[config.mk]
export PLATFORM = sky130hd
export DESIGN_NAME = hpt_monitor
export DESIGN_NICKNAME = d
export VERILOG_FILES = /design/src/inc/hpt_pkg.sv /design/src/rtl/hpt_attr.sv /design/src/rtl/hpt_monitor.sv
export SDC_FILE = /design/constraint.sdc
export NUM_CORES = 1
export LEC_CHECK = 0
export BUFFER_PORTS_ARGS = -buffer_cell sky130_fd_sc_hd__buf_2
export CELL_PAD_IN_SITES_DETAIL_PLACEMENT = 0
export CELL_PAD_IN_SITES_GLOBAL_PLACEMENT = 1
export CORE_UTILIZATION = 48
export DETAILED_ROUTE_END_ITERATION = 8
export GPL_TIMING_DRIVEN = 0
export HOLD_SLACK_MARGIN = 0.12
export PLACE_DENSITY_LB_ADDON = 0.1
export SYNTH_ARGS = -nofsm -noshare
export SYNTH_HDL_FRONTEND = slang
export SYNTH_SLANG_ARGS = --single-unit
[constraint.sdc]
create_clock -name i_clock -period 50 [get_ports i_clock]
set_input_delay 5 -clock i_clock [delete_from_list [all_inputs] [get_ports i_clock]]
set_output_delay 5 -clock i_clock [all_outputs]
set_load 0.02 [all_outputs]
[src/inc/hpt_pkg.sv]
// Package: constants and types for the health predict and thermal monitor
package hpt_pkg;
    // ------------------------------------------------------------------
    // Timing
    // ------------------------------------------------------------------
    localparam int unsigned CLK_HZ          = 50_000_000;
    localparam int unsigned SAVE_PERIOD_S   = 3600;
    localparam int unsigned TEMP_PERIOD_S   = 600;
    localparam longint unsigned SAVE_PERIOD_CYC =
        longint'(SAVE_PERIOD_S) * longint'(CLK_HZ);
    localparam longint unsigned TEMP_PERIOD_CYC =
        longint'(TEMP_PERIOD_S) * longint'(CLK_HZ);
    localparam int unsigned DELAY_ONLINE_MS = 210;
    localparam int unsigned DELAY_FULL_MS   = 75;
    localparam longint unsigned DELAY_ONLINE_CYC =
        longint'(DELAY_ONLINE_MS) * longint'(CLK_HZ / 1000);
    localparam longint unsigned DELAY_FULL_CYC =
        longint'(DELAY_FULL_MS) * longint'(CLK_HZ / 1000);
    // ------------------------------------------------------------------
    // Page codes and sense codes
    // ------------------------------------------------------------------
    localparam logic [7:0]  IEC_PAGE        = 8'h1c;
    localparam logic [7:0]  TIMER_LOG_PAGE  = 8'h3e;
    localparam logic [15:0] PARAM_PRIMARY   = 16'h0000;
    localparam logic [15:0] PARAM_REFERENCE = 16'h0001;
    localparam logic [3:0]  METHOD_SENSE    = 4'h1;
    localparam logic [23:0] SENSE_PREDICT   = 24'h015d00;
    localparam logic [23:0] SENSE_TEMP      = 24'h010b01;
    localparam logic [23:0] SENSE_ROUNDED   = 24'h013700;
    // ------------------------------------------------------------------
    // Temperature
    // ------------------------------------------------------------------
    localparam logic [7:0]  TEMP_MAX_C      = 8'h41;
    localparam logic [7:0]  TEMP_MIN_C      = 8'h00;
    localparam logic [7:0]  TRIP_RESET      = 8'h41;
    // ------------------------------------------------------------------
    // Save controller states
    // ------------------------------------------------------------------
    typedef enum logic [2:0] {
        SV_IDLE = 3'b001,
        SV_WAIT = 3'b010,
        SV_BUSY = 3'b100
    } hpt_save_state_type;
endpackage : hpt_pkg

[src/rtl/hpt_attr.sv]
// One monitored attribute: interval, failure and history counters
`timescale 1ns/10ps
`default_nettype none
module hpt_attr #(
    parameter int unsigned CW = 16
) (
    input  wire logic          i_clock,
    input  wire logic          i_rst_b,
    input  wire logic          i_enable,
    input  wire logic          i_op,
    input  wire logic          i_err,
    input  wire logic [CW-1:0] i_interval,
    input  wire logic [CW-1:0] i_err_limit,
    input  wire logic [CW-1:0] i_predict_limit,
    output logic               o_predict,
    output logic [CW-1:0]      o_history
);
    import hpt_pkg::*;

    logic [CW-1:0] ops_r;
    logic [CW-1:0] errs_r;
    logic [CW-1:0] hist_r;
    logic [CW-1:0] hist_nxt;
    logic [CW-1:0] errs_inc;
    wire           bad_now;
    wire           end_now;

    // ------------------------------------------------------------------
    // Evaluation
    // ------------------------------------------------------------------
    assign errs_inc = errs_r + CW'(i_err);
    // Errors beyond the limit end the interval early as unacceptable
    assign bad_now  = i_enable && (errs_inc > i_err_limit);
    assign end_now  = i_enable && (bad_now ||
                      (i_op && (ops_r + 1'b1 >= i_interval)));
    always_comb
    begin
        hist_nxt = hist_r;
        if (end_now && bad_now && hist_r != '1)
            hist_nxt = hist_r + 1'b1;
        else if (end_now && !bad_now && hist_r != '0)
            hist_nxt = hist_r - 1'b1;
    end

    always_ff @(posedge i_clock or negedge i_rst_b)
    begin
        if (!i_rst_b)
        begin
            ops_r  <= '0;
            errs_r <= '0;
            hist_r <= '0;
        end
        else
        begin
            hist_r <= hist_nxt;
            if (end_now)
            begin
                ops_r  <= '0;
                errs_r <= '0;
            end
            else if (i_enable)
            begin
                ops_r  <= ops_r + CW'(i_op);
                errs_r <= errs_inc;
            end
        end
    end

    assign o_history = hist_r;
    assign o_predict = (hist_r >= i_predict_limit);
endmodule : hpt_attr
`default_nettype wire

[src/rtl/hpt_monitor.sv]
// Top of the health predict and thermal monitor
//
// Contract
// - Monitor-disable bit set suspends all predictive monitoring; clear enables it.
// - Online-only mode collects during reads and writes, skips offline measurements.
// - Measure and save hourly, deferred until host idle, stopped by host activity.
// - Rezero forces immediate measure and save and restarts the hourly timer.
// - Time remaining to next scheduled save is returned on log page read.
// - Monitoring never stalls host beyond 210 ms online-only or 75 ms full.
// - Method one plus predictive failure sends failure sense with type in unit field.
// - Reported predictive-failure code survives resets and power cycles via nonvolatile store.
// - Per attribute count operations and errors; errors over threshold mean unacceptable.
// - Every evaluation clears interval and failure counters and starts anew.
// - History counter rises on bad interval, falls on good, floor zero.
// - History reaching predictive threshold signals predictive failure for that attribute.
// - Sample temperature at power-up and every ten minutes after.
// - Sample above an active trip point raises temperature warning sense code.
// - Measured temperature goes in the unit code field of sense data.
// - Warnings only when warning enable set; delivered by the selected method. The code delivers them only as sense data with method 1.
// - Compare each sample with two trip points; first fixed at 65 C.
// - Host writes reference parameter 0001h to set second trip; 0000h is primary.
// - User trip defaults 65 C, range 0 to 65; larger clamps with rounded sense.
// - Temperature above the threatening trip also saves a monitoring data frame.
`timescale 1ns/10ps
`default_nettype none
module hpt_monitor #(
    parameter int unsigned     NATTR   = 4,
    parameter int unsigned     CW      = 16,
    parameter longint unsigned SAVE_CYC = hpt_pkg::SAVE_PERIOD_CYC,
    parameter longint unsigned TEMP_CYC = hpt_pkg::TEMP_PERIOD_CYC,
    parameter longint unsigned STALL_ONLINE_CYC = hpt_pkg::DELAY_ONLINE_CYC,
    parameter longint unsigned STALL_FULL_CYC   = hpt_pkg::DELAY_FULL_CYC
) (
    input  wire logic             i_clock,
    input  wire logic             i_rst_b,
    input  wire logic             i_monitor_disable,
    input  wire logic             i_online_only_select,
    input  wire logic [3:0]       i_exception_report_method,
    input  wire logic             i_temp_warning_enable,
    input  wire logic [NATTR-1:0] i_attr_op,
    input  wire logic [NATTR-1:0] i_attr_err,
    input  wire logic [CW-1:0]    i_interval,
    input  wire logic [CW-1:0]    i_err_limit,
    input  wire logic [CW-1:0]    i_predict_limit,
    input  wire logic             i_host_busy,
    input  wire logic             i_rezero_force_save,
    input  wire logic             i_save_done,
    input  wire logic             i_nv_pf_valid,
    input  wire logic [7:0]       i_nv_pf_type,
    input  wire logic             i_nv_trip_valid,
    input  wire logic [7:0]       i_nv_trip,
    input  wire logic [7:0]       i_temp_pin,
    input  wire logic             i_log_write,
    input  wire logic [15:0]      i_log_param,
    input  wire logic [7:0]       i_log_data,
    input  wire logic             i_sense_ack,
    output logic                  o_save_req,
    output logic                  o_offline_run,
    output logic [31:0]           o_time_left,
    output logic                  o_nv_pf_write,
    output logic [7:0]            o_nv_pf_type,
    output logic                  o_nv_trip_write,
    output logic [7:0]            o_user_trip,
    output logic [7:0]            o_temp_sample,
    output logic                  o_sense_valid,
    output logic [23:0]           o_sense_code,
    output logic [7:0]            o_sense_unit,
    output logic                  o_pf_active
);
    import hpt_pkg::*;

    // ------------------------------------------------------------------
    // Attribute counters
    // ------------------------------------------------------------------
    wire              mon_en = !i_monitor_disable;
    logic [NATTR-1:0] pred;
    genvar g;
    generate
        for (g = 0; g < NATTR; g++)
        begin : g_attr
            hpt_attr #(.CW(CW)) u_attr (
                .i_clock         (i_clock),
                .i_rst_b         (i_rst_b),
                .i_enable        (mon_en),
                .i_op            (i_attr_op[g]),
                .i_err           (i_attr_err[g]),
                .i_interval      (i_interval),
                .i_err_limit     (i_err_limit),
                .i_predict_limit (i_predict_limit),
                .o_predict       (pred[g]),
                .o_history       ()
            );
        end
    endgenerate

    // Lowest failing attribute index names the failure type
    function automatic logic [7:0] first_set(input logic [NATTR-1:0] v);
        logic [7:0] r;
        r = 8'h00;
        for (int i = NATTR - 1; i >= 0; i--)
            if (v[i])
                r = 8'(i + 1);
        return r;
    endfunction

    // ------------------------------------------------------------------
    // Input synchronisers for the sensor pins
    // ------------------------------------------------------------------
    logic [7:0] temp_s1_r;
    logic [7:0] temp_s2_r;
    always_ff @(posedge i_clock or negedge i_rst_b)
    begin
        if (!i_rst_b)
        begin
            temp_s1_r <= 8'h00;
            temp_s2_r <= 8'h00;
        end
        else
        begin
            temp_s1_r <= i_temp_pin;
            temp_s2_r <= temp_s1_r;
        end
    end

    // ------------------------------------------------------------------
    // Hourly save scheduler
    // ------------------------------------------------------------------
    localparam int unsigned TW = 38;
    localparam int unsigned SW = 34;
    logic [TW-1:0]      save_cnt_r;
    logic [SW-1:0]      stall_r;
    hpt_save_state_type sv_r;
    hpt_save_state_type sv_nxt;
    logic               temp_save_r;
    wire                hour_due  = (save_cnt_r == '0);
    wire                offline_ok = mon_en && !i_online_only_select;
    wire [SW-1:0]       stall_lim = i_online_only_select ?
                                    SW'(STALL_ONLINE_CYC) : SW'(STALL_FULL_CYC);
    // Running save yields once host work has waited the allowed stall
    wire                stall_out = (stall_r >= stall_lim);

    always_comb
    begin
        sv_nxt = sv_r;
        case (sv_r)
            SV_IDLE:
                if (offline_ok && (hour_due || i_rezero_force_save ||
                                   temp_save_r))
                    sv_nxt = i_rezero_force_save ? SV_BUSY : SV_WAIT;
            SV_WAIT:
                if (!offline_ok)
                    sv_nxt = SV_IDLE;
                else if (!i_host_busy)
                    sv_nxt = SV_BUSY;
            SV_BUSY:
                if (!offline_ok || i_save_done)
                    sv_nxt = SV_IDLE;
                else if (i_host_busy && stall_out)
                    sv_nxt = SV_WAIT;
            default:
                sv_nxt = SV_IDLE;
        endcase
    end

    always_ff @(posedge i_clock or negedge i_rst_b)
    begin
        if (!i_rst_b)
        begin
            sv_r       <= SV_IDLE;
            save_cnt_r <= TW'(SAVE_CYC - 1);
            stall_r    <= '0;
        end
        else
        begin
            sv_r <= sv_nxt;
            if (i_rezero_force_save || hour_due)
                save_cnt_r <= TW'(SAVE_CYC - 1);
            else
                save_cnt_r <= save_cnt_r - 1'b1;
            if (sv_r == SV_BUSY && i_host_busy)
                stall_r <= stall_r + 1'b1;
            else
                stall_r <= '0;
        end
    end

    assign o_save_req    = (sv_r == SV_BUSY);
    assign o_offline_run = (sv_r == SV_BUSY);
    assign o_time_left   = 32'(save_cnt_r / TW'(CLK_HZ));

    // ------------------------------------------------------------------
    // Thermal sampling and trip points
    // ------------------------------------------------------------------
    logic [TW-1:0] temp_cnt_r;
    logic [2:0]    first_r;
    logic [7:0]    trip_r;
    logic [7:0]    samp_r;
    logic          loaded_r;
    // Power-up sample waits two edges so the synchroniser holds the pin
    wire           samp_now = first_r[0] || (temp_cnt_r == '0);
    wire           ref_wr   = i_log_write && (i_log_param == PARAM_REFERENCE);
    wire           ref_big  = (i_log_data > TEMP_MAX_C);
    wire [7:0]     ref_val  = ref_big ? TEMP_MAX_C : i_log_data;
    wire           over_fix = (temp_s2_r > TEMP_MAX_C);
    wire           over_usr = (temp_s2_r > trip_r);

    always_ff @(posedge i_clock or negedge i_rst_b)
    begin
        if (!i_rst_b)
        begin
            temp_cnt_r <= TW'(TEMP_CYC - 1);
            first_r    <= 3'h4;
            samp_r     <= 8'h00;
            trip_r     <= TRIP_RESET;
            loaded_r   <= 1'b0;
        end
        else
        begin
            first_r    <= first_r >> 1;
            temp_cnt_r <= samp_now ? TW'(TEMP_CYC - 1) : temp_cnt_r - 1'b1;
            if (samp_now)
                samp_r <= temp_s2_r;
            loaded_r <= 1'b1;
            // Saved trip point taken once after release, host writes win
            if (ref_wr)
                trip_r <= ref_val;
            else if (!loaded_r && i_nv_trip_valid)
                trip_r <= (i_nv_trip > TEMP_MAX_C) ? TEMP_MAX_C : i_nv_trip;
        end
    end

    assign o_user_trip     = trip_r;
    assign o_temp_sample   = samp_r;
    assign o_nv_trip_write = ref_wr;

    // ------------------------------------------------------------------
    // Sense reporting and predictive failure latch
    // ------------------------------------------------------------------
    logic       pf_r;
    logic [7:0] pf_type_r;
    logic       pf_load_r;
    logic       sense_v_r;
    logic [23:0] sense_c_r;
    logic [7:0] sense_u_r;
    wire        by_sense  = (i_exception_report_method == METHOD_SENSE);
    wire        pf_new    = mon_en && !pf_r && (pred != '0);
    wire        temp_hit  = samp_now && mon_en && i_temp_warning_enable &&
                            (over_fix || over_usr);

    always_ff @(posedge i_clock or negedge i_rst_b)
    begin
        if (!i_rst_b)
        begin
            pf_r        <= 1'b0;
            pf_type_r   <= 8'h00;
            pf_load_r   <= 1'b0;
            temp_save_r <= 1'b0;
        end
        else
        begin
            pf_load_r <= 1'b1;
            if (!pf_load_r && i_nv_pf_valid)
            begin
                pf_r      <= 1'b1;
                pf_type_r <= i_nv_pf_type;
            end
            else if (pf_new)
            begin
                pf_r      <= 1'b1;
                pf_type_r <= first_set(pred);
            end
            // Threatening temperature queues a data frame save
            if (temp_hit && over_fix)
                temp_save_r <= 1'b1;
            else if (sv_r == SV_BUSY && i_save_done)
                temp_save_r <= 1'b0;
        end
    end

    assign o_nv_pf_write = pf_new;
    assign o_nv_pf_type  = first_set(pred);
    assign o_pf_active   = pf_r;

    always_ff @(posedge i_clock or negedge i_rst_b)
    begin
        if (!i_rst_b)
        begin
            sense_v_r <= 1'b0;
            sense_c_r <= 24'h000000;
            sense_u_r <= 8'h00;
        end
        else if (ref_wr && ref_big)
        begin
            sense_v_r <= 1'b1;
            sense_c_r <= SENSE_ROUNDED;
            sense_u_r <= 8'h00;
        end
        else if (pf_new && by_sense)
        begin
            sense_v_r <= 1'b1;
            sense_c_r <= SENSE_PREDICT;
            sense_u_r <= first_set(pred);
        end
        else if (temp_hit && by_sense)
        begin
            sense_v_r <= 1'b1;
            sense_c_r <= SENSE_TEMP;
            sense_u_r <= temp_s2_r;
        end
        else if (i_sense_ack)
            sense_v_r <= 1'b0;
    end

    assign o_sense_valid = sense_v_r;
    assign o_sense_code  = sense_c_r;
    assign o_sense_unit  = sense_u_r;
endmodule : hpt_monitor
`default_nettype wire

==> results of run 1 <==
synthesized netlist by cell type (15+ instances only):
master | number | area share (%)
a21o_1 | 60 | 1.3
a31oi_1 | 21 | 0.39
nor4_1 | 52 | 0.97
nor2b_1 | 71 | 1.3
dfstp_2 | 51 | 4.0
mux2_2 | 63 | 2.1
o21bai_1 | 39 | 0.87
o21ai_1 | 19 | 0.28
or3_1 | 36 | 0.67
o21a_1 | 22 | 0.49
buf_2 | 16 | 0.24
inv_1 | 164 | 1.8
nand3_1 | 152 | 2.3
nand4_1 | 61 | 1.1
dfrtp_1 | 308 | 23
clkbuf_1 | 115 | 1.3
o211ai_1 | 22 | 0.49
mux2i_1 | 28 | 0.84
nand2b_1 | 110 | 2.1
or2_2 | 15 | 0.28
nand2_1 | 381 | 4.3
nor2_1 | 407 | 4.6
o21ai_0 | 240 | 3.6
and3_1 | 75 | 1.4
a21oi_1 | 212 | 3.2
ha_1 | 292 | 11
xor2_1 | 152 | 4.0
buf_4 | 44 | 0.99
and2_1 | 31 | 0.58
or4_1 | 17 | 0.38
nor3_1 | 98 | 1.5
o31ai_1 | 21 | 0.47
o31a_1 | 16 | 0.42
xnor2_1 | 277 | 7.2
a211oi_1 | 22 | 0.49
cell usage in the layout, fill, tap and decap left out, types with 44 or more instances in the layout:
master	synthesis	layout
nor2_1	407	407
nand2_1	381	381
dfrtp_1	308	308
ha_1	292	292
xnor2_1	277	277
o21ai_0	240	240
a21oi_1	212	212
buf_2	16	181
inv_1	164	164
nand3_1	152	152
xor2_1	152	152
clkbuf_1	115	125
nand2b_1	110	110
nor3_1	98	98
and3_1	75	75
nor2b_1	71	71
mux2_2	63	63
nand4_1	61	61
a21o_1	60	60
nor4_1	52	52
dfstp_2	51	51
buf_4	44	44
clkbuf_16	0	44
power by group:
part	internal [mW]	leakage (nW)	switching [mW]
Combinational	0.0608	11.6	0.0816
Clock	0.209	0.760	0.137
Sequential	0.311	4.68	0.0197
Total	0.580	17.1	0.238
kinds of logic after synthesis:
kind of cell | after synthesis | share of synthesized area [%]
other | 2 | 0.0224
multiplexers | 93 | 3.06
AO/OA/AOI/OAI | 912 | 18.7
flip-flops | 359 | 27.0
buffers and inverters | 361 | 4.71
XOR/XNOR | 437 | 11.6
adder cells (fa/ha/maj) | 302 | 11.3
AND/OR/NAND/NOR | 1589 | 23.6
routing by layer:
layer | up-vias | part of all wire [%]
met5 | - | 0.014
met2 | 497 | 45
li1 | 14900 | -
met3 | 100 | 4.0
met1 | 13800 | 49
met4 | 2 | 1.5
state kept, by name (all words and copies together) (netlist names):
| name | cells |
|---|---|
| temp_cnt_r | 38 |
| temp_s1_r | 8 |
| o_sense_valid | 1 |
| sv_r | 3 |
| o_pf_active | 1 |
| temp_save_r | 1 |
| o_temp_sample | 8 |
| g_attr.u_attr.ops_r | 64 |
| pf_load_r | 1 |
| g_attr.u_attr.o_history | 64 |
| stall_r | 34 |
| save_cnt_r | 38 |
| g_attr.u_attr.errs_r | 64 |
| o_sense_code | 7 |
| temp_s2_r | 8 |
| o_sense_unit | 8 |
| o_user_trip | 8 |
| first_r | 3 |
final timing paths:
check	from	to	slack, ns	depth (start not counted)
hold / removal	temp_s1_r[4]$_DFF_PN0_	temp_s2_r[4]$_DFF_PN0_	0.35	0
hold reg to reg	temp_s1_r[4]$_DFF_PN0_	temp_s2_r[4]$_DFF_PN0_	0.35	0
setup / recovery	save_cnt_r[22]$_DFF_PN1_	o_time_left[0]	25.64	60
max in group asynchronous	i_rst_b	save_cnt_r[13]$_DFF_PN0_	44.21	3
min in group asynchronous	i_rst_b	stall_r[10]$_DFF_PN0_	4.33	1
setup reg to reg	g_attr[2].u_attr.errs_r[0]$_DFFE_PN0P_	g_attr[2].u_attr.o_history[15]$_DFFE_PN0P_	42.32	38
metrics by stage:
step | instance area, µm² | worst slack [ns] | util [%] | hold slack [ns]
6_report | 37300 | 25.64 | 54.3 | 0.347
5_1_grt | 37300 | 24.11 | 54.3 | 0.353
4_1_cts | 37300 | 25.79 | 54.3 | 0.349
3_5_place_dp | 35800 | 26.44 | 52.0 | 0.335
3_3_place_gp | 35700 | 26.36 | 51.8 | 0.333
2_1_floorplan | 33700 | 29.60 | - | 0.331
area by class of cell:
type	count	area, µm²
fillers	6674	31500
clock buffers	63	1260
well taps	931	1160
plain buffers	185	918
clock inverters	18	313
multi-input cells	3374	23100
inverters	176	661
flip-flops and latches	359	9050
repair buffers	170	931
==> metrics.md, run 1 <==
| Metric | Value |
|---|---|
| Run status | completed |
| Most common flop cell mapped by yosys | dfrtp_1 |
| Floorplan die width | 266 µm |
| Hold Vio Cnt, Final | 0 |
| Kind of cell adding the most delay to the critical path | compound AO/OA/AOI/OAI gates |
| Share of cells above drive strength 1 | 12.1% |
| Most Frequent Cell on Critical Path | buf_2 |
| Initial antenna violation count | 5 |
| Cell leakage power | 17.1 nW |
| Post-route DRC | 0 |
| Slowest cell delay on critical path | 0.61 ns |
| Max Fanout on Critical Path | 10 |
| Clock transition at path regs | 0.06 ns |
| Total track usage | 25.7% |
| GR met2 Demand/Resource | 41.1% |
| Class of the tightest hold or removal check | register to register |
| Post-synth EDFFs | 0 |
| Starting utilization of the core area | 48.7% |
| Critical path data required time | 45.00 ns |
| TritonCTS buffer count | 44 |
| Number of levels in the clock H-tree | 2 |
| Least-Margin Pin Slew | 1.18 ns |
| First-pass GRT wire length | 149 mm |
| Buf+Inv Stages, Crit Path | 9 |
| Wirelength per Cell | 17.2 µm |
| Number of cells after detailed placement | 5194 |
| Reported max-cap violation count | 0 |
| Number of endpoints failing setup at the final stage | 0 |
| Maximum vdd drop | 23.9 µV |
| Clk_lat worst skew | 0.61 ns |
| Buffers added on ports | 166 |
| Setup TNS | 0 ns |
| Post-synthesis cell type count | 137 |
| Arrival time of data at the critical path endpoint | 19.36 ns |
| DRC marker count from the first detailed-route iteration | 1985 |
| Global-route track usage on met1 | 36.9% |
| Die area | 70900 µm² |
| Fraction of synthesis flops using an asynchronous set or reset pin | 100% |
| Final net count | 4726 |
| Number of vias per cell | 5.57 |
| Post-layout minimum cycle time | 24.36 ns |
| Std-Cell Core Area | 68800 µm² |
| Ratio of final minimum period to clock period | 48.7% |
| Maximum number of pins on one net before global-route repair | 113 |
| Cell Pwr Density | 21.9 nW/µm² |
| Slew margin rel. | 20.9% |
| Worst Setup Start Kind | register |
| Portion of the post-synthesis area used by sequential elements | 27.0% |
| Warnings, synthesis | 0 |
| Buffer count from post-CTS setup fixing | 0 |
| Number of search-and-repair iterations in the first detailed-routing pass | 5 |
| CTS tree | yes |
| Cell count after synthesis | 4055 |
| Total gr overflow | 0 |
| Total wire length after detailed routing | 90.7 mm |
| Number of antenna cells inserted | 0 |
| Clock Sink Count | 359 |
| Cell area after synthesis | 33500 µm² |
| Synth-to-layout area growth | 11.4% |
| Count of hold buffers inserted by post-cts repair | 0 |
| Worst-path cell with the longest stage delay | a211oi_1 |
| Unrepaired setup endpoints after global routing | false |
| Post-CTS sizing | 0 |
| Dpl hpwl | 69.8 mm |
| Die height | 266 µm |
| Bufs on Longest Clock Path | 3 |
| Fmax | 41.1 MHz |
| Antenna Violating Nets Remaining | 0 |
| Vias after detailed routing | 29400 |
| Number of I/O pins | 214 |
| Seq cells post-synth | 359 |
| Element type at the critical path end | output port |
| Kind of critical path | register to output port |
| Number of pins exceeding their max-slew limit in the final report | 0 |
| Count of standard-cell rows | 96 |
| Vias in the first global route | 27800 |
| Weighted congestion reported at the end of routability-driven placement | 0.893 |
| Synthesized area per cell | 8.27 µm² |
| Master cell of the clock root buffer | clkbuf_16 |
| GRT Max-Usage Layer | met2 |
| Post-route insts no fill | 5276 |
| Met3 global-route usage | 3.62% |
| Tot Pwr | 818 µW |
| Clock Skew | 0.0615 ns |
No activity file was read; power rests on OpenSTA's default activity.
==> run 2: changes to the inputs <==
--- a/config.mk
+++ b/config.mk
@@ -8,7 +8,7 @@
 export BUFFER_PORTS_ARGS = -buffer_cell sky130_fd_sc_hd__buf_2
 export CELL_PAD_IN_SITES_DETAIL_PLACEMENT = 0
 export CELL_PAD_IN_SITES_GLOBAL_PLACEMENT = 1
-export CORE_UTILIZATION = 48
+export CORE_UTILIZATION = 43
 export DETAILED_ROUTE_END_ITERATION = 8
 export GPL_TIMING_DRIVEN = 0
 export HOLD_SLACK_MARGIN = 0.12
==> constraint.sdc (replaced) <==
create_clock -name i_clock -period 20.5 [get_ports i_clock]
set_input_delay 2.05 -clock i_clock [delete_from_list [all_inputs] [get_ports i_clock]]
set_output_delay 2.05 -clock i_clock [all_outputs]
set_load 0.02 [all_outputs]
==> run 2 against run 1 <==
  * Clock power rose by 150%
  * Core utilization fell by 5.0 points
  * Sequential cell count did not move
  * Power rose by 150%
  * Largest power group unchanged
  * Sequential power rose by 140%
  * Register-to-register slack got worse by 30 ns
  * Critical path depth rose by 2
  * Die area rose by 12%
  * Worst hold slack barely moved
  * Clock-buffer cell count fell by 4
  * Cell area rose by 2.0%
==> metrics.md, run 2 (same netlist as run 1, synthesis figures left out) <==
| Metric | Value |
|---|---|
| Run status | completed |
| Clk_lat worst skew | 0.62 ns |
| Starting utilization of the core area | 43.4% |
| Die area | 79100 µm² |
| CTS tree | yes |
| Kind of critical path | register to output port |
| Most Frequent Cell on Critical Path | buf_2 |
| Count of standard-cell rows | 102 |
| Post-layout minimum cycle time | 19.77 ns |
| Number of vias per cell | 5.44 |
| Dpl hpwl | 72.1 mm |
| Count of hold buffers inserted by post-cts repair | 0 |
| Fmax | 50.6 MHz |
| Worst min-delay path endpoint | temp_s2_r[6]$_DFF_PN0_ |
| Master cell of the clock root buffer | clkbuf_16 |
| Ratio of final minimum period to clock period | 96.4% |
| Clock Sink Count | 359 |
| Slowest cell delay on critical path | 0.65 ns |
| Element type at the critical path end | output port |
| Total gr overflow | 0 |
| Total track usage | 23.5% |
| Total wire length after detailed routing | 94.1 mm |
| Share of cells above drive strength 1 | 13.9% |
| Maximum vdd drop | 65.6 µV |
| Highest-count cells in the layout ignoring fill and taps | nor2_1, nand2_1, dfrtp_1 |
| Buffers added on ports | 166 |
| Dpl cell area | 35900 µm² |
| Cell Pwr Density | 52.7 nW/µm² |
| Vias after detailed routing | 29400 |
| Final net count | 4743 |
| Least-Margin Pin Slew | 1.44 ns |
| Reported max-cap violation count | 0 |
| Filler cell count in the final layout | 7681 |
| Worst-path cell with the longest stage delay | or4_1 |
| Register area | 9050 µm² |
| Startpoint of the tightest hold check path | temp_s1_r[6]$_DFF_PN0_ |
| Weighted congestion reported at the end of routability-driven placement | 0.867 |
| Class of the tightest hold or removal check | register to register |
| FF-to-FF setup slack | 12.50 ns |
| Clock transition at path regs | 0.06 ns |
| Number of cells after detailed placement | 5303 |
| Initial antenna violation count | 3 |
| DRC marker count from the first detailed-route iteration | 1891 |
| Number of I/O pins | 214 |
| Fin Hold WS | 0.347 ns |
| Clock Skew | 0.0651 ns |
| Cell leakage power | 17.3 nW |
| Post-route DRC | 0 |
| Post-route insts no fill | 5405 |
| Cell depth of the worst flop-to-flop path | 38 |
| Tot Pwr | 2.01 mW |
| Std-Cell Core Area | 77300 µm² |
| Synth-to-layout area growth | 13.6% |
| Die height | 281 µm |
| Bufs on Longest Clock Path | 3 |
| Maximum number of pins on one net before global-route repair | 103 |
| Number of stages on the worst hold path | 0 |
| Hold Vio Cnt, Final | 0 |
| R2R Path Start | g_attr[0].u_attr.errs_r[0]$_DFFE_PN0P_ |
| Summed area of non-filler cells in the final layout | 38100 µm² |
| Slew margin rel. | 3.84% |
| Number of search-and-repair iterations in the first detailed-routing pass | 7 |
| Capture point of the worst reg-to-reg path | g_attr[0].u_attr.o_history[15]$_DFFE_PN0P_ |
| Vias in the first global route | 27600 |
| Max Fanout on Critical Path | 10 |
| TritonCTS buffer count | 45 |
| Commonest non-fill, non-tap cell in the layout | nor2_1 |
| Antenna Violating Nets Remaining | 0 |
| Number of pins exceeding their max-slew limit in the final report | 0 |
| Critical path data required time | 18.45 ns |
| First-pass GRT wire length | 151 mm |
| Number of levels in the clock H-tree | 2 |
| Wirelength per Cell | 17.4 µm |
| Post-Route Utilization | 49.3% |
| Arrival time of data at the critical path endpoint | 17.72 ns |
| Area occupied by multi-input gates | 23500 µm² |
| Number of endpoints failing setup at the final stage | 0 |
| Floorplan die width | 281 µm |
| Worst Setup Start Kind | register |
run 2: cell types whose count changed in the layout (fill, tap and decap cells not counted), sizes merged:
cell | previous run | this run
clkinvlp | 3 | 2
clkbuf | 180 | 173
clkinv | 11 | 19
diode | 0 | 1
buf | 238 | 257
run 2: worst max path at each step:
stage / from / end / slack, ns
6_report: save_cnt_r[19]$_DFF_PN0_ / o_time_left[0] / 0.73
3_3_place_gp: save_cnt_r[5]$_DFF_PN1_ / o_time_left[0] / -0.36
4_1_cts: save_cnt_r[29]$_DFF_PN1_ / o_time_left[0] / 0.007
3_5_place_dp: save_cnt_r[29]$_DFF_PN1_ / o_time_left[0] / -0.19
5_1_grt: save_cnt_r[21]$_DFF_PN0_ / o_time_left[0] / -0.06
2_1_floorplan: save_cnt_r[22]$_DFF_PN1_ / o_time_left[0] / 3.05
run 2: layout make-up:
type	count	share of cell area [%]
diodes	1	0.00657
plain buffers	183	2.41
clock buffers	59	3.25
clock inverters	25	0.936
inverters	176	1.73
multi-input cells	3374	61.7
flip-flops and latches	359	23.8
well taps	1040	3.42
repair buffers	188	2.80
run 2: where the power goes:
part           total [mW]  leakage [nW]  switching [mW]  internal, mW
Sequential          0.806          4.68          0.0484         0.758
Combinational       0.348          11.9           0.200         0.148
Clock               0.853         0.780           0.345         0.508
run 2: layer usage:
| metal | wire [µm] | track usage (%) | up-vias |
|---|---|---|---|
| li1 | - | - | 15000 |
| met1 | 47700 | 34.7 | 13900 |
| met2 | 41500 | 37.0 | 426 |
| met3 | 3410 | 2.59 | 86 |
| met4 | 1500 | 4.42 | 2 |
| met5 | 13 | 0 | - |
run 2: critical path, delay by kind of cell, from the launching register on:
family,cells,cell delay [ns]
compound gates,31,8.11
simple gates,15,5.13
buf+inv,10,1.91
mux,3,0.88
xor+xnor,3,0.64
flops,1,0.47
run 2: per-stage QoR:
step	setup slack [ns]	TNS (ns)
3_3_place_gp	-0.363	-0.363
6_report	0.729	0
5_1_grt	-0.0631	-0.0631
2_1_floorplan	3.05	0
3_5_place_dp	-0.188	-0.188
4_1_cts	0.00737	0
run 2: timing repair:
action,4_1_cts,5_1_grt
endpoints found under the setup margin,2,2
pin swaps,2,14
resized for setup,8,76
gates cloned,0,0
buffers inserted,2,17
